File: config.mk
export PLATFORM = sky130hd
export DESIGN_NAME = acr_regs
export DESIGN_NICKNAME = d
export VERILOG_FILES = /design/src/shared/acr_pkg.sv /design/src/verilog/acr_regs.sv /design/src/verilog/acr_hpf.sv
export VERILOG_INCLUDE_DIRS = /design/src /design/src/shared
export SDC_FILE = /design/constraint.sdc
export NUM_CORES = 1
export LEC_CHECK = 0
export CAP_MARGIN = 0
export CORE_AREA = 3 3 178 180
export DETAILED_ROUTE_END_ITERATION = 16
export DIE_AREA = 0 0 181 183
export DONT_BUFFER_PORTS = 1
export PLACE_DENSITY = 0.68
export RECOVER_POWER = 100
export SETUP_SLACK_MARGIN = 0.15
export SLEW_MARGIN = 5
export SYNTH_ARGS = -nofsm -noshare
export SYNTH_HDL_FRONTEND = slang
export SYNTH_SLANG_ARGS = --single-unit
File: constraint.sdc
create_clock -name sys_clk -period 7 [get_ports sys_clk]
set_clock_uncertainty 0.2 [all_clocks]
set_input_delay 1.4 -clock sys_clk [delete_from_list [all_inputs] [get_ports sys_clk]]
set_output_delay 1.4 -clock sys_clk [all_outputs]
set_load 0.03 [all_outputs]
File: src/shared/acr_map.svh
// register offsets, field positions and reset values of the channel config slice
// assumes a 4-bit word address on the plain register port
`ifndef ACR_MAP_SVH
`define ACR_MAP_SVH

`define ACR_ADDR_TH_HI   4'h7
`define ACR_ADDR_TH_LO   4'h8
`define ACR_ADDR_CHANNEL0_CONFIG 4'h9
`define ACR_ADDR_OCAL_HI 4'hA
`define ACR_ADDR_OCAL_LO 4'hB
`define ACR_ADDR_GAIN_HI 4'hC
`define ACR_ADDR_DET     4'hF

`define ACR_F_WORD    15:0
`define ACR_F_TH_LO   15:8
`define ACR_F_COEFF   3:0
`define ACR_F_PHASE   15:6
`define ACR_B_HP_OFF  2
`define ACR_F_INSEL   1:0
`define ACR_F_OCAL_LO 15:8
`define ACR_F_DET_NUM 6:4
`define ACR_B_DET_EN  0
`define ACR_B_DET_HIT 15

`define ACR_RST_ZERO  16'h0000
`define ACR_RST_GAIN  16'h8000
`define ACR_ZERO_BYTE 8'h00
`define ACR_CNT_ONE   8'h01
`define ACR_SHIFT_ONE 5'h01

`endif

File: src/shared/acr_pkg.sv
// types shared by the register slice and its high-pass filter
// assumes acr_map.svh is on the include path
package acr_pkg;

    typedef struct packed {
        logic [15:0] th_hi;
        logic [7:0]  th_lo;
        logic [3:0]  coeff;
        logic [9:0]  phase;
        logic        hp_off;
        logic [1:0]  insel;
        logic [15:0] ocal_hi;
        logic [7:0]  ocal_lo;
        logic [15:0] gain_hi;
        logic        det_en;
        logic [2:0]  det_num;
        logic [7:0]  det_cnt;
        logic        det_hit;
        logic [15:0] rdata;
        logic        conv_v;
        logic [23:0] conv_d;
    } acr_state_t;

    typedef struct packed {
        logic               out_v;
        logic signed [23:0] out_d;
        logic signed [23:0] x_prev;
        logic signed [25:0] y_prev;
    } acr_hpf_state_t;

    // code 1 gives 1/4, each step halves: shift = code + 1
    function automatic logic [4:0] coeff_shift(input logic [3:0] code);
        return {1'b0, code} + 5'h01;
    endfunction

endpackage

File: src/verilog/acr_regs.sv
// channel-0 configuration register slice with threshold and current detect
// assumes a plain register port and conversions arriving as one-cycle pulses
//
// Decided for this implementation: the strobed register port.
`include "acr_map.svh"

module acr_regs (
    input  wire logic        sys_clk,
    input  wire logic        nrst,
    input  wire logic [3:0]  reg_addr,
    input  wire logic [15:0] reg_wdata,
    input  wire logic        reg_wr,
    input  wire logic        reg_rd,
    output logic [15:0]      reg_rdata,
    input  wire logic        conv_valid,
    input  wire logic [23:0] conv_data,
    output logic [23:0]      detect_threshold,
    output logic [3:0]       highpass_coeff_select,
    output logic [9:0]       chan0_phase_delay,
    output logic             chan0_highpass_off,
    output logic [1:0]       chan0_input_select,
    output logic [23:0]      chan0_offset,
    output logic [15:0]      chan0_gain_upper,
    output logic             filt_valid,
    output logic [23:0]      filt_data,
    output logic             detect_hit
);

    acr_pkg::acr_state_t s_q;
    acr_pkg::acr_state_t s_d;
    logic signed [23:0]  f_d;
    logic                f_v;
    logic                exceed;
    logic [7:0]          target;
    logic                wr_any;
    logic                gain_wr_q;

    // magnitude of a signed result; the most negative value still fits unsigned
    function automatic logic [23:0] mag(input logic signed [23:0] v);
        return v[23] ? 24'(-v) : v;
    endfunction

    function automatic logic hit_addr(input logic [3:0] a, input logic [3:0] b);
        return a == b;
    endfunction

    ////////////////////////////////////////////////////////////////////////////
    // register writes, read mux and detection counter
    always_comb begin
        s_d     = s_q;
        wr_any  = reg_wr;
        exceed  = f_v && mag(f_d) > {s_q.th_hi, s_q.th_lo};
        target  = `ACR_CNT_ONE << s_q.det_num;
        s_d.rdata  = `ACR_RST_ZERO;
        s_d.conv_v = conv_valid;
        // offset is stored as the value to take away from each raw result
        s_d.conv_d = conv_data - {s_q.ocal_hi, s_q.ocal_lo};

        if (wr_any) begin
            case (reg_addr)
                `ACR_ADDR_TH_HI: begin
                    s_d.th_hi = reg_wdata[`ACR_F_WORD];
                end
                `ACR_ADDR_TH_LO: begin
                    s_d.th_lo = reg_wdata[`ACR_F_TH_LO];
                    s_d.coeff = reg_wdata[`ACR_F_COEFF];
                end
                `ACR_ADDR_CHANNEL0_CONFIG: begin
                    s_d.phase  = reg_wdata[`ACR_F_PHASE];
                    s_d.hp_off = reg_wdata[`ACR_B_HP_OFF];
                    s_d.insel  = reg_wdata[`ACR_F_INSEL];
                end
                `ACR_ADDR_OCAL_HI: begin
                    s_d.ocal_hi = reg_wdata[`ACR_F_WORD];
                end
                `ACR_ADDR_OCAL_LO: begin
                    s_d.ocal_lo = reg_wdata[`ACR_F_OCAL_LO];
                end
                `ACR_ADDR_GAIN_HI: begin
                    s_d.gain_hi = reg_wdata[`ACR_F_WORD];
                end
                `ACR_ADDR_DET: begin
                    s_d.det_en  = reg_wdata[`ACR_B_DET_EN];
                    s_d.det_num = reg_wdata[`ACR_F_DET_NUM];
                    s_d.det_cnt = `ACR_ZERO_BYTE;
                    if (reg_wdata[`ACR_B_DET_HIT]) begin
                        s_d.det_hit = 1'b0;
                    end
                end
                default: begin
                end
            endcase
        end

        // placed after the clear so a detection in the same cycle is kept
        if (s_q.det_en && exceed) begin
            if (s_q.det_cnt + `ACR_CNT_ONE >= target) begin
                s_d.det_hit = 1'b1;
                s_d.det_cnt = `ACR_ZERO_BYTE;
            end else begin
                s_d.det_cnt = s_q.det_cnt + `ACR_CNT_ONE;
            end
        end

        if (reg_rd) begin
            case (reg_addr)
                `ACR_ADDR_TH_HI:   s_d.rdata = s_q.th_hi;
                `ACR_ADDR_TH_LO:   s_d.rdata = {s_q.th_lo, 4'h0, s_q.coeff};
                `ACR_ADDR_CHANNEL0_CONFIG: s_d.rdata = {s_q.phase, 3'h0, s_q.hp_off, s_q.insel};
                `ACR_ADDR_OCAL_HI: s_d.rdata = s_q.ocal_hi;
                `ACR_ADDR_OCAL_LO: s_d.rdata = {s_q.ocal_lo, `ACR_ZERO_BYTE};
                `ACR_ADDR_GAIN_HI: s_d.rdata = s_q.gain_hi;
                `ACR_ADDR_DET: s_d.rdata = {s_q.det_hit, 7'h00, 1'b0, s_q.det_num,
                                            3'h0, s_q.det_en};
                default:           s_d.rdata = `ACR_RST_ZERO;
            endcase
        end
    end

    ////////////////////////////////////////////////////////////////////////////
    always_ff @(posedge sys_clk or negedge nrst) begin
        if (!nrst) begin
            s_q         <= '0;
            s_q.gain_hi <= `ACR_RST_GAIN;
        end else begin
            s_q <= s_d;
        end
    end

    // assertion helper: set once software has written the gain word
    always_ff @(posedge sys_clk or negedge nrst) begin
        if (!nrst) begin
            gain_wr_q <= 1'b0;
        end else if (reg_wr && hit_addr(reg_addr, `ACR_ADDR_GAIN_HI)) begin
            gain_wr_q <= 1'b1;
        end
    end

    acr_hpf u_hpf (
        .sys_clk (sys_clk),
        .nrst    (nrst),
        .in_v    (s_q.conv_v),
        .in_d    (s_q.conv_d),
        .coeff   (s_q.coeff),
        .bypass  (s_q.hp_off),
        .out_v   (f_v),
        .out_d   (f_d)
    );

    assign reg_rdata             = s_q.rdata;
    assign detect_threshold      = {s_q.th_hi, s_q.th_lo};
    assign highpass_coeff_select = s_q.coeff;
    assign chan0_phase_delay     = s_q.phase;
    assign chan0_highpass_off    = s_q.hp_off;
    assign chan0_input_select    = s_q.insel;
    assign chan0_offset          = {s_q.ocal_hi, s_q.ocal_lo};
    assign chan0_gain_upper      = s_q.gain_hi;
    assign filt_valid            = f_v;
    assign filt_data             = f_d;
    assign detect_hit            = s_q.det_hit;

    ////////////////////////////////////////////////////////////////////////////
    th_hi_wr_a: assert property (@(posedge sys_clk) disable iff (!nrst)
        reg_wr && reg_addr == `ACR_ADDR_TH_HI
        |=> detect_threshold[23:8] == $past(reg_wdata))
        else $error("threshold upper word not stored");

    th_lo_wr_a: assert property (@(posedge sys_clk) disable iff (!nrst)
        reg_wr && reg_addr == `ACR_ADDR_TH_LO
        |=> detect_threshold[7:0] == $past(reg_wdata[15:8]))
        else $error("threshold lower byte not stored");

    coeff_wr_a: assert property (@(posedge sys_clk) disable iff (!nrst)
        reg_wr && reg_addr == `ACR_ADDR_TH_LO
        |=> highpass_coeff_select == $past(reg_wdata[3:0]))
        else $error("coefficient select not stored");

    lo_rsvd_a: assert property (@(posedge sys_clk) disable iff (!nrst)
        reg_rd && reg_addr == `ACR_ADDR_TH_LO
        |=> reg_rdata[7:4] == 4'h0)
        else $error("reserved threshold bits read nonzero");

    phase_wr_a: assert property (@(posedge sys_clk) disable iff (!nrst)
        reg_wr && reg_addr == `ACR_ADDR_CHANNEL0_CONFIG
        |=> chan0_phase_delay == $past(reg_wdata[15:6]))
        else $error("phase delay not stored");

    cfg_bits_a: assert property (@(posedge sys_clk) disable iff (!nrst)
        reg_wr && reg_addr == `ACR_ADDR_CHANNEL0_CONFIG
        |=> chan0_highpass_off == $past(reg_wdata[2])
            && chan0_input_select == $past(reg_wdata[1:0]))
        else $error("channel config bits not stored");

    ocal_wr_a: assert property (@(posedge sys_clk) disable iff (!nrst)
        reg_wr && reg_addr == `ACR_ADDR_OCAL_HI
        |=> chan0_offset[23:8] == $past(reg_wdata))
        else $error("offset upper word not stored");

    ocal_rsvd_a: assert property (@(posedge sys_clk) disable iff (!nrst)
        reg_rd && reg_addr == `ACR_ADDR_OCAL_LO
        |=> reg_rdata == {chan0_offset[7:0], 8'h00})
        else $error("offset lower register read wrong");

    gain_rst_a: assert property (@(posedge sys_clk) disable iff (!nrst)
        !gain_wr_q |-> chan0_gain_upper == 16'h8000)
        else $error("gain word lost its reset value");

    gain_rd_a: assert property (@(posedge sys_clk) disable iff (!nrst)
        reg_wr && reg_addr == `ACR_ADDR_GAIN_HI ##1 reg_rd && reg_addr == `ACR_ADDR_GAIN_HI
        |=> reg_rdata == $past(reg_wdata, 2))
        else $error("gain word read back wrong");

    det_cause_a: assert property (@(posedge sys_clk) disable iff (!nrst)
        $rose(detect_hit) |-> $past(exceed && s_q.det_en))
        else $error("detection without threshold exceed");

    det_one_a: assert property (@(posedge sys_clk) disable iff (!nrst)
        s_q.det_en && s_q.det_num == 3'h0 && exceed |=> detect_hit)
        else $error("single exceed did not detect");

    // looked at one edge later: the first edge may be the one that applies reset
    rst_zero_a: assert property (@(posedge sys_clk)
        !nrst |=> detect_threshold == 24'h0 && chan0_offset == 24'h0
                  && chan0_phase_delay == 10'h0)
        else $error("registers not zero in reset");

    det_c: cover property (@(posedge sys_clk) disable iff (!nrst) $rose(detect_hit));
    off_c: cover property (@(posedge sys_clk) disable iff (!nrst)
        f_v && chan0_highpass_off);
    rd_c: cover property (@(posedge sys_clk) disable iff (!nrst)
        reg_wr ##1 reg_rd);

endmodule

File: src/verilog/acr_hpf.sv
// first-order dc-block high-pass on the offset-corrected conversion stream
// assumes one result per in_v pulse; coefficient may change between results
`include "acr_map.svh"

module acr_hpf (
    input  wire logic               sys_clk,
    input  wire logic               nrst,
    input  wire logic               in_v,
    input  wire logic signed [23:0] in_d,
    input  wire logic [3:0]         coeff,
    input  wire logic               bypass,
    output logic                    out_v,
    output logic signed [23:0]      out_d
);

    acr_pkg::acr_hpf_state_t s_q;
    acr_pkg::acr_hpf_state_t s_d;
    logic signed [25:0]      y;
    logic [4:0]              sh;

    ////////////////////////////////////////////////////////////////////////////
    always_comb begin
        s_d   = s_q;
        sh    = acr_pkg::coeff_shift(coeff);
        y     = 26'(in_d) - 26'(s_q.x_prev) + s_q.y_prev - (s_q.y_prev >>> sh);
        s_d.out_v = in_v;
        if (in_v) begin
            if (bypass || coeff == 4'h0) begin
                // history restarts so re-enabling gives no step
                s_d.out_d  = in_d;
                s_d.y_prev = 26'sh0;
            end else begin
                s_d.y_prev = y;
                if (y > 26'sh07FFFFF) begin
                    s_d.out_d = 24'sh7FFFFF;
                end else if (y < -26'sh0800000) begin
                    s_d.out_d = -24'sh800000;
                end else begin
                    s_d.out_d = y[23:0];
                end
            end
            s_d.x_prev = in_d;
        end
    end

    always_ff @(posedge sys_clk or negedge nrst) begin
        if (!nrst) begin
            s_q <= '0;
        end else begin
            s_q <= s_d;
        end
    end

    assign out_v = s_q.out_v;
    assign out_d = s_q.out_d;

    ////////////////////////////////////////////////////////////////////////////
    hp_pass_a: assert property (@(posedge sys_clk) disable iff (!nrst)
        in_v && (bypass || coeff == 4'h0) |=> out_v && out_d == $past(in_d))
        else $error("filter off but result altered");

    hp_dc_a: assert property (@(posedge sys_clk) disable iff (!nrst)
        in_v && !bypass && coeff != 4'h0 && in_d == s_q.x_prev && s_q.y_prev == 26'sh0
        |=> out_d == 24'sh0)
        else $error("high-pass passed a constant input");

    hp_on_c: cover property (@(posedge sys_clk) disable iff (!nrst)
        in_v && !bypass && coeff == 4'hF);

endmodule

## Word level (Yosys, flattened, before mapping)

Cells that the tools add are included.

- Reduce and logical (&&, ||, !) cells: 14
- Shift-type cells: 2
- $lt $le $gt $ge: 4
- Muxes and demuxes: 13
- $add $sub $neg: 7
- Equal/unequal tests: 7

Operators with widths:

| cell | number |
|---|---|
| $pmux 16 s7 | 1 |
| $mux 24 | 4 |
| $mux 9 | 3 |
| $add 26x26->26 | 1 |
| $gt 26x24->1 const B | 1 |
| $lt 26x24->1 const B | 1 |
| $mux 26 | 1 |
| $sshr 26x5->26 | 1 |
| $sub 26x26->26 | 1 |
| $sub 24x24->25 | 1 |
| $eq 4x4->1 const B | 6 |
| $gt 24x24->1 | 1 |
| $neg 24->24 | 1 |
| $sub 24x24->24 | 1 |
| $mux 16 | 1 |
| $reduce_and 2->1 | 8 |
| $add 8x1->8 const B | 1 |
| $ge 8x8->1 | 1 |
| $mux 8 | 1 |
| $shl 1x3->8 const A | 1 |
| $add 4x1->5 const B | 1 |
| $eq 4x3->1 const B | 1 |
| $logic_not 4->1 | 1 |
| $reduce_bool 2->1 | 2 |
| other kinds (3) | 5 |

- Word-level logic and storage cells: 67
- Output and inout port bits: 123
- Bits in registers: 210

## Depth between registers and ports, before layout

Gate-level depths: netlist (run 1).

- Depth in word-level cells: 7
- Gate-level depth with buffers: 26
- Depth with buffers taken out: 24

## Hierarchy

From an unflattened synthesis (run 1), not the netlist that was laid out.

- Cell total of the unflattened synthesis: 1709
- Area total of the unflattened synthesis: 15876.5 um^2

By module, submodules not included:

| module | area an instance (um^2) | cells each | times used |
|---|---|---|---|
| acr_regs | 8525.7 | 872 | 1 |
| acr_hpf | 7350.8 | 837 | 1 |

## Worst setup path before layout (run 1)

Ideal clock, no wire load.

- Path kind: register to register
- Start point: register s_q (netlist bit highpass_coeff_select[0])
- End point: register u_hpf.s_q (netlist bit u_hpf.out_d[21])
- Buffers on the path: 4
- Clock period less this slack: 6.275 ns
- Slack: 0.725 ns
- Setup time: 0.152 ns
- Arrival: 5.923 ns
- Stages on the path, launching flop included: 24
- Path through: dfrtp_1 -> buf_1 -> inv_2 -> ha_1 -> clkbuf_1 -> clkbuf_1 -> nand2_1 -> o211ai_1 -> o21ai_0 -> nor2_1 -> a21oi_1 -> mux4_2 -> fa_1 -> fa_1 -> a21o_1 -> a221oi_2 -> a21oi_2 -> o41a_1 -> a21oi_4 -> xor2_2 -> nand2_2 -> a21oi_4 -> buf_6 -> a221oi_2

- Word-level cells in the longest chain between the ends: 7

Ends and longest elaborated chain:

| item | RTL line | RTL |
|---|---|---|
| start: declaration | acr_regs.sv:29 | `acr_pkg::acr_state_t s_q;` |
| $add 4x1->5 | acr_pkg.sv:33 | `return {1'b0, code} + 5'h01;` |
| $sshr 26x5->26 | acr_hpf.sv:25 | `y = 26'(in_d) - 26'(s_q.x_prev) + s_q.y_prev - (s_q.y_prev >>> sh);` |
| $sub 26x26->26 | acr_hpf.sv:25 |  |
| $lt 26x24->1 | acr_hpf.sv:36 | `end else if (y < -26'sh0800000) begin` |
| $mux 24 | acr_hpf.sv:36 |  |
| $mux 24 | acr_hpf.sv:34 | `if (y > 26'sh07FFFFF) begin` |
| $mux 24 (*) | acr_hpf.sv:28 | `if (bypass \|\| coeff == 4'h0) begin` |
| end signal: assignment | acr_hpf.sv:48 | `s_q <= '0;` |
| end signal: assignment | acr_hpf.sv:50 | `s_q <= s_d;` |
| end: declaration | acr_hpf.sv:16 | `acr_pkg::acr_hpf_state_t s_q;` |

Every way passes the cells marked *; elsewhere a longest branch is shown, timed or not.
A chain may end at the register's enable or synchronous reset.

## Final worst setup path (run 1)

- Start point: register s_q (netlist bit highpass_coeff_select[1])
- End point: register u_hpf.s_q (netlist bit u_hpf.out_d[2])

Same word-level chain as after synthesis.

==> run summary, run 1 <==
Outcome -> finished clean
Register area share after synthesis -> 0.319
Ys flop type -> dfrtp_1
Post-CTS Setup Bufs -> 0
Global route total overflow -> 0
Worst slew pin tran -> 1.26 ns
Root Driver -> clkbuf_16
Yosys top cell area share -> 0.317
Nets -> 1,850
Core Box Area -> 0.0303 mm^2
Minimum setup slack after placement -> 0.604 ns
Sink Count -> 210
Area Growth Syn to Fin -> 0.365%
Synth Net Count -> 2,004
Crit-path max FO -> 21
Post-CTS Resized -> 0
Initial antenna violation count -> 0
Final Critical Period -> 6.49 ns
Largest net degree at the start of global routing -> 211
Cts hold-fix bufs -> 0
Gpl congestion -> 0.952
Routed length per instance -> 22.6 um
Worst-path cell chain -> clkbuf_1 > ha_1 > nand3_1 > nor2_1 > a21oi_1 > a21oi_1 > fa_1 > ha_1 > a211oi_1 > o311ai_2 > a32oi_1 > a21oi_2 > a311o_1 > and3_1 > o22ai_4 > nand2_1 > a221oi_1
Crit. End Element -> flop
Residual DRC -> 0
First-pass GRT wire length -> 74,400 um
H-tree lvl count -> 1
Detail Placement HPWL -> 36,400 um
Placed inst area -> 0.0159 mm^2
Detailed Route Iter0 Violations -> 970
Number of buffers created by CTS -> 23
Global-route usage over all layers -> 0.281
Skew-Pair Late Insertion Delay -> 0.52 ns
Ys Warns -> 0
Antenna Nets Post-Route -> 0
Cell count after synthesis -> 1,819
Crit share post-route -> 0.927
I/O Buffers -> 0
Most frequent cells after synthesis -> dfrtp_1 (209), nand2_1 (177), inv_1 (154), nor2_1 (128), buf_4 (122)
Rows -> 64
TritonCTS clock tree -> done
Cell taking the most area after synthesis -> dfrtp_1
Total vias in the final route -> 12,800
CP peak stage delay -> 0.58 ns
TritonRoute pass-1 iters -> 6
WL final -> 47,000 um
Crit path DAT -> 6.70 ns
Top post-synthesis cells by area -> dfrtp_1 (32%), ha_1 (8.3%), buf_4 (5.6%)
Hold Violations, Final -> 0
Most common cell in the netlist -> dfrtp_1
Via density -> 6.16
Worst setup path category -> flop to flop
# setup viols final -> 0
Final instance area -> 0.0165 mm^2
CP startpoint kind -> flop
Clock transition at the registers of the reported paths -> 0.06 ns
Die H -> 183 um
Hold Path Class -> flop to flop
Relative slew slack -> 0.159
Slowest CP cell -> clkbuf_1
Chip width -> 181 um
Synthesized flop and latch total -> 210
Layout cell share with drive strength beyond 1 -> 0.104
Final TNS setup -> 0 ns
FFs w/ async S/R, synth -> 1.00
Max Cap Violations -> 0
Setup WS post-layout -> 0.510 ns
Ports -> 172
Unique cell type count in the Yosys netlist -> 83
Vias in the first global route -> 12,800
Inserted Diodes -> 0
RSZ-0062 raised after global routing -> false
Die Area -> 0.0331 mm^2
Average cell area after synthesis -> 9.06 um^2
FMAX -> 0.154 GHz
Pins Over Slew Limit -> 0
EDFF count, synth -> 0
Post-synth design cell area -> 0.0165 mm^2
Max Root-Sink Buffers -> 3
Initial Utilization -> 0.543
Worst path required time -> 7.21 ns
worst max-delay path: cells and delay by family (launching register included):
kind | cells | cell delay (ns)
buffers and inverters | 1 | 0.58
flip-flops | 1 | 0.34
AO/OA/AOI/OAI | 9 | 2.74
AND/OR/NAND/NOR | 4 | 1.36
adder cells (fa/ha/maj) | 3 | 1.13
cell usage in the layout, fill, tap and decap left out, types with 21 or more instances in the layout:
cell type	instances
ha_1	109
nand2b_1	28
nand3_1	41
nand2_1	177
nor2_1	128
o21ai_0	122
a21o_1	31
dfrtp_1	209
mux2i_1	25
xnor2_1	63
clkbuf_16	23
inv_1	154
a221oi_1	29
a21oi_1	86
o22ai_1	21
fa_1	27
xor2_1	27
mux2_2	76
cells by family (layout without fill, tap and decap cells):
family          count (synthesis)  count (layout)  synth area share
fa+ha+maj                     136             136             0.116
flops                         210             210             0.319
buf+inv                       353             215             0.110
simple gates                  478             478             0.134
xor+xnor                       92              92            0.0494
mux                           117             117            0.0890
compound gates                433             433             0.183
per-layer routing:
metal  routed length, um  vias to the layer above  GRT usage
met4                1800                        0     0.0923
met1               19400                     6295      0.364
met5                   0                        -          0
met2               22500                      458      0.475
met3                3320                       84     0.0563
li1                    -                     5959          -
final cells by class:
type                       instances  area (um^2)
multi-input combinational       1256         9310
clock buffer                      34          687
timing repair buffer              19          140
tap                              396          495
clock inverter                     7         70.1
inverter                         155          582
fill                            2756        13800
sequential                       210         5260
metrics by stage:
stage | hold WS (ns) | instances | util
after global routing | 0.352 | 2077 | 0.545
after detailed placement | 0.303 | 2036 | 0.525
final | 0.318 | 2077 | 0.545
after floorplan | 0.152 | 1819 | -
after global placement | 0.297 | 2036 | 0.525
after CTS | 0.317 | 2077 | 0.550
sequential cells by signal (all words and copies together) (netlist names), 2 cells and up:
name                   count
u_hpf.s_q                 50
s_q                       37
chan0_offset              24
detect_threshold          24
u_hpf.out_d               24
chan0_gain_upper          16
reg_rdata                 16
chan0_phase_delay         10
highpass_coeff_select      4
chan0_input_select         2
path summary, 6_finish.rpt:
kind | start | endpoint | slack [ns] | depth (start not counted)
max | highpass_coeff_select[1] | u_hpf.out_d[2] | 0.51 | 17
min | u_hpf.s_q[26] | u_hpf.s_q[26] | 0.32 | 1
max reg2reg | highpass_coeff_select[1] | u_hpf.out_d[2] | 0.51 | 17
min reg2reg | u_hpf.s_q[26] | u_hpf.s_q[26] | 0.32 | 1
max in group asynchronous | nrst | chan0_offset[3] | 5.91 | 0
min in group asynchronous | nrst | u_hpf.s_q[14] | 0.38 | 0
Power of run 1 is not shown: default switching activity piles up to over one toggle a cycle in this logic, so the estimate is an artifact.
==> run 2: changes to the inputs <==
--- a/config.mk
+++ b/config.mk
@@ -7,11 +7,11 @@
 export NUM_CORES = 1
 export LEC_CHECK = 0
 export CAP_MARGIN = 0
-export CORE_AREA = 3 3 178 180
+export CORE_AREA = 3 3 207 209
 export DETAILED_ROUTE_END_ITERATION = 16
-export DIE_AREA = 0 0 181 183
+export DIE_AREA = 0 0 210 212
 export DONT_BUFFER_PORTS = 1
-export PLACE_DENSITY = 0.68
+export PLACE_DENSITY = 0.53
 export RECOVER_POWER = 100
 export SETUP_SLACK_MARGIN = 0.15
 export SLEW_MARGIN = 5
==> run 2 against run 1 <==
  * The flow now finishes with violations (capacitance limit, slew limit)
  * Cell area grew 1.4%
  * Flip-flop and latch count is the same
  * Sequential share of layout area shrank 0.45 points
  * Clock-buffer cell count shrank 1
  * Critical path depth grew 4
==> run summary, run 2 (synthesized netlist as in run 1, its figures left out) <==
Crit. End Element -> flop
Cell count of the worst reg-to-reg path -> 21
Final Critical Period -> 6.42 ns
Gr busiest metal -> met2
TritonCTS clock tree -> done
Most flop-heavy register -> u_hpf.s_q
Global-route usage over all layers -> 0.228
I/O Buffers -> 0
RSZ-0062 raised after global routing -> false
Max reg flops -> 50
Inserted Diodes -> 0
Clock transition at the registers of the reported paths -> 0.06 ns
Vias in the first global route -> 12,900
Root Driver -> clkbuf_16
Hold Path Class -> flop to flop
Largest regs -> u_hpf.s_q (50), s_q (37)
Crit share post-route -> 0.917
Via density -> 5.71
Hold path cells -> 1
Die Area -> 0.0445 mm^2
Number of buffers created by CTS -> 24
Final Util -> 0.409
WHS Endpoint -> s_q[49]
R2R Setup Slk -> 0.58 ns
Total vias in the final route -> 12,700
Worst r2r src -> highpass_coeff_select[1]
HP Start -> s_q[49]
Worst hold margin -> 0.315 ns
Rows -> 74
# setup viols final -> 0
Met3 GRT Util -> 0.0452
CP startpoint kind -> flop
Hold Violations, Final -> 0
Ports -> 172
Post-CTS Setup Bufs -> 0
Outcome -> finished with violations
Global route total overflow -> 0
Max Root-Sink Buffers -> 3
Layout cell share with drive strength beyond 1 -> 0.108
Residual DRC -> 0
Worst setup path category -> flop to flop
First-pass GRT wire length -> 79,100 um
Crit-path max FO -> 23
WL final -> 51,200 um
Gpl congestion -> 0.918
Routed length per instance -> 23.1 um
H-tree lvl count -> 1
Nets -> 1,857
Cts hold-fix bufs -> 0
FMAX -> 0.156 GHz
Pins Over Slew Limit -> 51
Fraction of met1 tracks used by global routing -> 0.294
Post-CTS Resized -> 0
Detail Placement HPWL -> 40,000 um
Failing checks -> capacitance limit, slew limit
Minimum setup slack after placement -> 0.466 ns
GR Util met2 -> 0.396
Worst slew pin tran -> 1.62 ns
Core Box Area -> 0.0410 mm^2
Commonest cells after routing, fill and taps aside -> dfrtp_1 (209), nand2_1 (177), inv_1 (154)
Chip width -> 210 um
Initial antenna violation count -> 0
Area Growth Syn to Fin -> 1.80%
Detailed Route Iter0 Violations -> 876
Max Cap Violations -> 1
Final TNS setup -> 0 ns
Skew-Pair Late Insertion Delay -> 0.54 ns
Relative slew slack -> -0.0791
Worst path required time -> 7.12 ns
Initial Utilization -> 0.402
Largest net degree at the start of global routing -> 211
Sink Count -> 210
TritonRoute pass-1 iters -> 5
Worst R2R End -> u_hpf.out_d[11]
Crit path DAT -> 6.54 ns
Setup WS post-layout -> 0.580 ns
Commonest non-fill, non-tap cell in the layout -> dfrtp_1
Antenna Nets Post-Route -> 0
Die H -> 212 um
run 2: cell count changes in the layout (fill, tap and decap cells not counted), moves of 2 or more:
cell / change
clkbuf_16: +2
clkbuf_8: -3
buf_4: +7
clkinvlp_4: +2
clkinv_4: +3
run 2: worst max-delay path by stage:
| stage | depth (start not counted) | slack, ns | endpoint | start |
|---|---|---|---|---|
| finish | 21 | 0.58 | u_hpf.out_d[11] | highpass_coeff_select[1] |
| global route | 21 | 0.17 | u_hpf.out_d[6] | highpass_coeff_select[1] |
| CTS | 21 | 0.42 | u_hpf.out_d[11] | highpass_coeff_select[1] |
| detailed placement | 21 | 0.47 | u_hpf.out_d[11] | highpass_coeff_select[1] |
| global placement | 19 | 0.54 | u_hpf.out_d[11] | highpass_coeff_select[1] |
| floorplan | 23 | 0.73 | u_hpf.out_d[21] | highpass_coeff_select[0] |
run 2: cell type report:
| class | count | area, um^2 |
|---|---|---|
| Multi-Input combinational cell | 1256 | 9300 |
| Sequential cell | 210 | 5260 |
| Clock inverter | 11 | 103 |
| Inverter | 155 | 582 |
| Timing Repair Buffer | 25 | 173 |
| Fill cell | 4145 | 24200 |
| Clock buffer | 33 | 696 |
| Tap cell | 532 | 666 |
run 2: per-layer routing:
| layer | share of wire | vias up |
|---|---|---|
| met1 | 0.42 | 6281 |
| met3 | 0.064 | 60 |
| li1 | - | 5981 |
| met2 | 0.49 | 363 |
| met4 | 0.024 | 0 |
| met5 | 0 | - |
run 2: worst max-delay path, cell delays in order (launching register included):
cell and delay, ns:
dfrtp_1 0.66, inv_1 0.12, ha_2 0.53, buf_4 0.28
nand2_1 0.07, o21ai_0 0.09, nor2_1 0.06, a21oi_1 0.19
mux2i_1 0.10, mux4_2 0.50, fa_1 0.53, fa_1 0.48
a21o_1 0.22, a221oi_2 0.36, a21oi_1 0.15, o41a_1 0.49
a21oi_4 0.19, xor2_2 0.27, nand2_2 0.11, a21oi_4 0.14
buf_4 0.32, a221oi_1 0.13
run 2: stage by stage:
stage                     std cells  cell area (um^2)
final                          2222             16800
after global routing           2222             16800
after detailed placement       2178             16100
after global placement         2178             16100
after floorplan                1819             16500
after CTS                      2222             16900
Power of run 2 is left out for the same reason.
==> run 3: changes to the inputs <==
--- a/config.mk
+++ b/config.mk
@@ -7,11 +7,12 @@
 export NUM_CORES = 1
 export LEC_CHECK = 0
 export CAP_MARGIN = 0
-export CORE_AREA = 3 3 207 209
+export CORE_AREA = 3 3 163 165
 export DETAILED_ROUTE_END_ITERATION = 16
-export DIE_AREA = 0 0 210 212
+export DIE_AREA = 0 0 166 168
 export DONT_BUFFER_PORTS = 1
-export PLACE_DENSITY = 0.53
+export HOLD_SLACK_MARGIN = 0.15
+export PLACE_DENSITY = 0.8
 export RECOVER_POWER = 100
 export SETUP_SLACK_MARGIN = 0.15
 export SLEW_MARGIN = 5
==> run 3 against run 2 <==
  * The flow now finishes without violations
  * Critical path type unchanged
  * Fmax is 2.5% lower
  * Highest routed layer unchanged
  * Critical path depth grew 2
  * Worst hold slack worse by 0.0048 ns
  * Setup slack worse by 0.16 ns
==> run summary, run 3 (synthesized netlist as in run 1, its figures left out) <==
Outcome -> finished clean
CP peak stage delay -> 0.68 ns
Layout cell share with drive strength beyond 1 -> 0.103
Worst path buffer plus inverter count -> 2
Hold Path Class -> flop to flop
Via density -> 6.57
Core Box Area -> 0.0252 mm^2
TritonRoute pass-1 iters -> 6
Rows -> 58
Crit-path max FO -> 23
Relative slew slack -> 0.0532
Hold Violations, Final -> 0
Area Growth Syn to Fin -> -0.0000243%
Final Critical Period -> 6.58 ns
Clock transition at the registers of the reported paths -> 0.06 ns
Crit share post-route -> 0.940
Chip width -> 166 um
Largest net degree at the start of global routing -> 211
Pins Over Slew Limit -> 0
Crit. End Element -> flop
Global-route usage over all layers -> 0.324
Inserted Diodes -> 0
Detailed Route Iter0 Violations -> 1,134
I/O Buffers -> 0
Max reg flops -> 50
# setup viols final -> 0
Cts hold-fix bufs -> 0
Die Area -> 0.0279 mm^2
Largest regs -> u_hpf.s_q (50), s_q (37)
Detail Placement HPWL -> 35,100 um
Worst-path cell chain -> ha_1 > nor2b_1 > o21ai_1 > a21boi_0 > o21ai_0 > a21oi_1 > a221oi_2 > o211ai_1 > mux2i_1 > a2111oi_1 > fa_1 > inv_1 > ha_1 > a21o_1 > a21o_1 > a21oi_1 > o21ai_0 > a21oi_4 > xor2_2 > nand2_2 > a21oi_4 > clkbuf_4 > a221oi_1
Antenna Nets Post-Route -> 0
Worst setup path category -> flop to flop
Slowest CP cell -> a2111oi_1
Initial antenna violation count -> 0
Nets -> 1,848
Number of buffers created by CTS -> 22
Worst path required time -> 7.10 ns
Most flop-heavy register -> u_hpf.s_q
Max Cap Violations -> 0
Routed length per instance -> 23.0 um
Worst slew pin tran -> 1.42 ns
TritonCTS clock tree -> done
Initial Utilization -> 0.654
Global route total overflow -> 0
Die H -> 168 um
Residual DRC -> 0
Commonest cells after routing, fill and taps aside -> dfrtp_1 (209), nand2_1 (177), inv_1 (154)
Final TNS setup -> 0 ns
Root Driver -> clkbuf_16
CP startpoint kind -> flop
H-tree lvl count -> 1
First-pass GRT wire length -> 72,800 um
Vias in the first global route -> 13,300
Crit path DAT -> 6.69 ns
Sink Count -> 210
Crit path max-delay family -> compound AO/OA/AOI/OAI gates
Commonest non-fill, non-tap cell in the layout -> dfrtp_1
Skew-Pair Late Insertion Delay -> 0.51 ns
Max Root-Sink Buffers -> 3
RSZ-0062 raised after global routing -> false
WL final -> 46,200 um
Total vias in the final route -> 13,200
Ports -> 172
Gpl congestion -> 0.953
FMAX -> 0.152 GHz
-- run 3: worst paths after layout --
check / start / to / slack, ns / depth (start not counted)
min in group asynchronous: nrst / u_hpf.s_q[15] / 0.39 / 0
max in group asynchronous: nrst / s_q[47] / 5.73 / 0
worst max-delay path: s_q[1] / u_hpf.out_d[16] / 0.42 / 23
worst max register to register: s_q[1] / u_hpf.out_d[16] / 0.42 / 23
worst min-delay path: s_q[49] / s_q[49] / 0.31 / 1
worst min register to register: s_q[49] / s_q[49] / 0.31 / 1
-- run 3: per-stage QoR --
stage / utilization / cell area (um^2) / setup slack (ns) / instances / hold WS [ns]
after floorplan: - / 16500 / 0.725 / 1819 / 0.152
after global placement: 0.629 / 15800 / 0.563 / 1969 / 0.296
after detailed placement: 0.629 / 15800 / 0.540 / 1969 / 0.301
after CTS: 0.660 / 16600 / 0.489 / 2009 / 0.314
after global routing: 0.654 / 16500 / 0.189 / 2009 / 0.349
final: 0.654 / 16500 / 0.418 / 2009 / 0.310
-- run 3: worst reg2reg max path, cell delays in order, from the launching register on --
cell and delay (ns):
dfrtp_1 0.42, ha_1 0.30, nor2b_1 0.14, o21ai_1 0.17
a21boi_0 0.14, o21ai_0 0.25, a21oi_1 0.24, a221oi_2 0.49
o211ai_1 0.28, mux2i_1 0.18, a2111oi_1 0.68, fa_1 0.54
inv_1 0.08, ha_1 0.30, a21o_1 0.18, a21o_1 0.16
a21oi_1 0.20, o21ai_0 0.19, a21oi_4 0.17, xor2_2 0.28
nand2_2 0.11, a21oi_4 0.14, clkbuf_4 0.39, a221oi_1 0.14
-- run 3: layout make-up --
| cell class | count | area, um^2 |
|---|---|---|
| multi-input cells | 1256 | 9300 |
| fillers | 2048 | 8700 |
| flip-flops and latches | 210 | 5260 |
| clock buffers | 30 | 642 |
| inverters | 155 | 582 |
| well taps | 330 | 413 |
| clock inverters | 10 | 153 |
| repair buffers | 18 | 136 |
-- run 3: what timing repair did --
item                                   CTS  global route
endpoints found under the hold margin    0             0
resized for setup                        0             2
setup buffers                            0             0
setup endpoints to repair                0            10
-- run 3: per-layer routing --
| layer | up-vias | global-route usage | part of all wire |
|---|---|---|---|
| li1 | 5969 | - | - |
| met1 | 6487 | 0.408 | 0.39 |
| met2 | 624 | 0.548 | 0.48 |
| met3 | 117 | 0.0683 | 0.090 |
| met4 | 0 | 0.130 | 0.046 |
| met5 | - | 0 | 0 |
Power of run 3 is left out for the same reason.
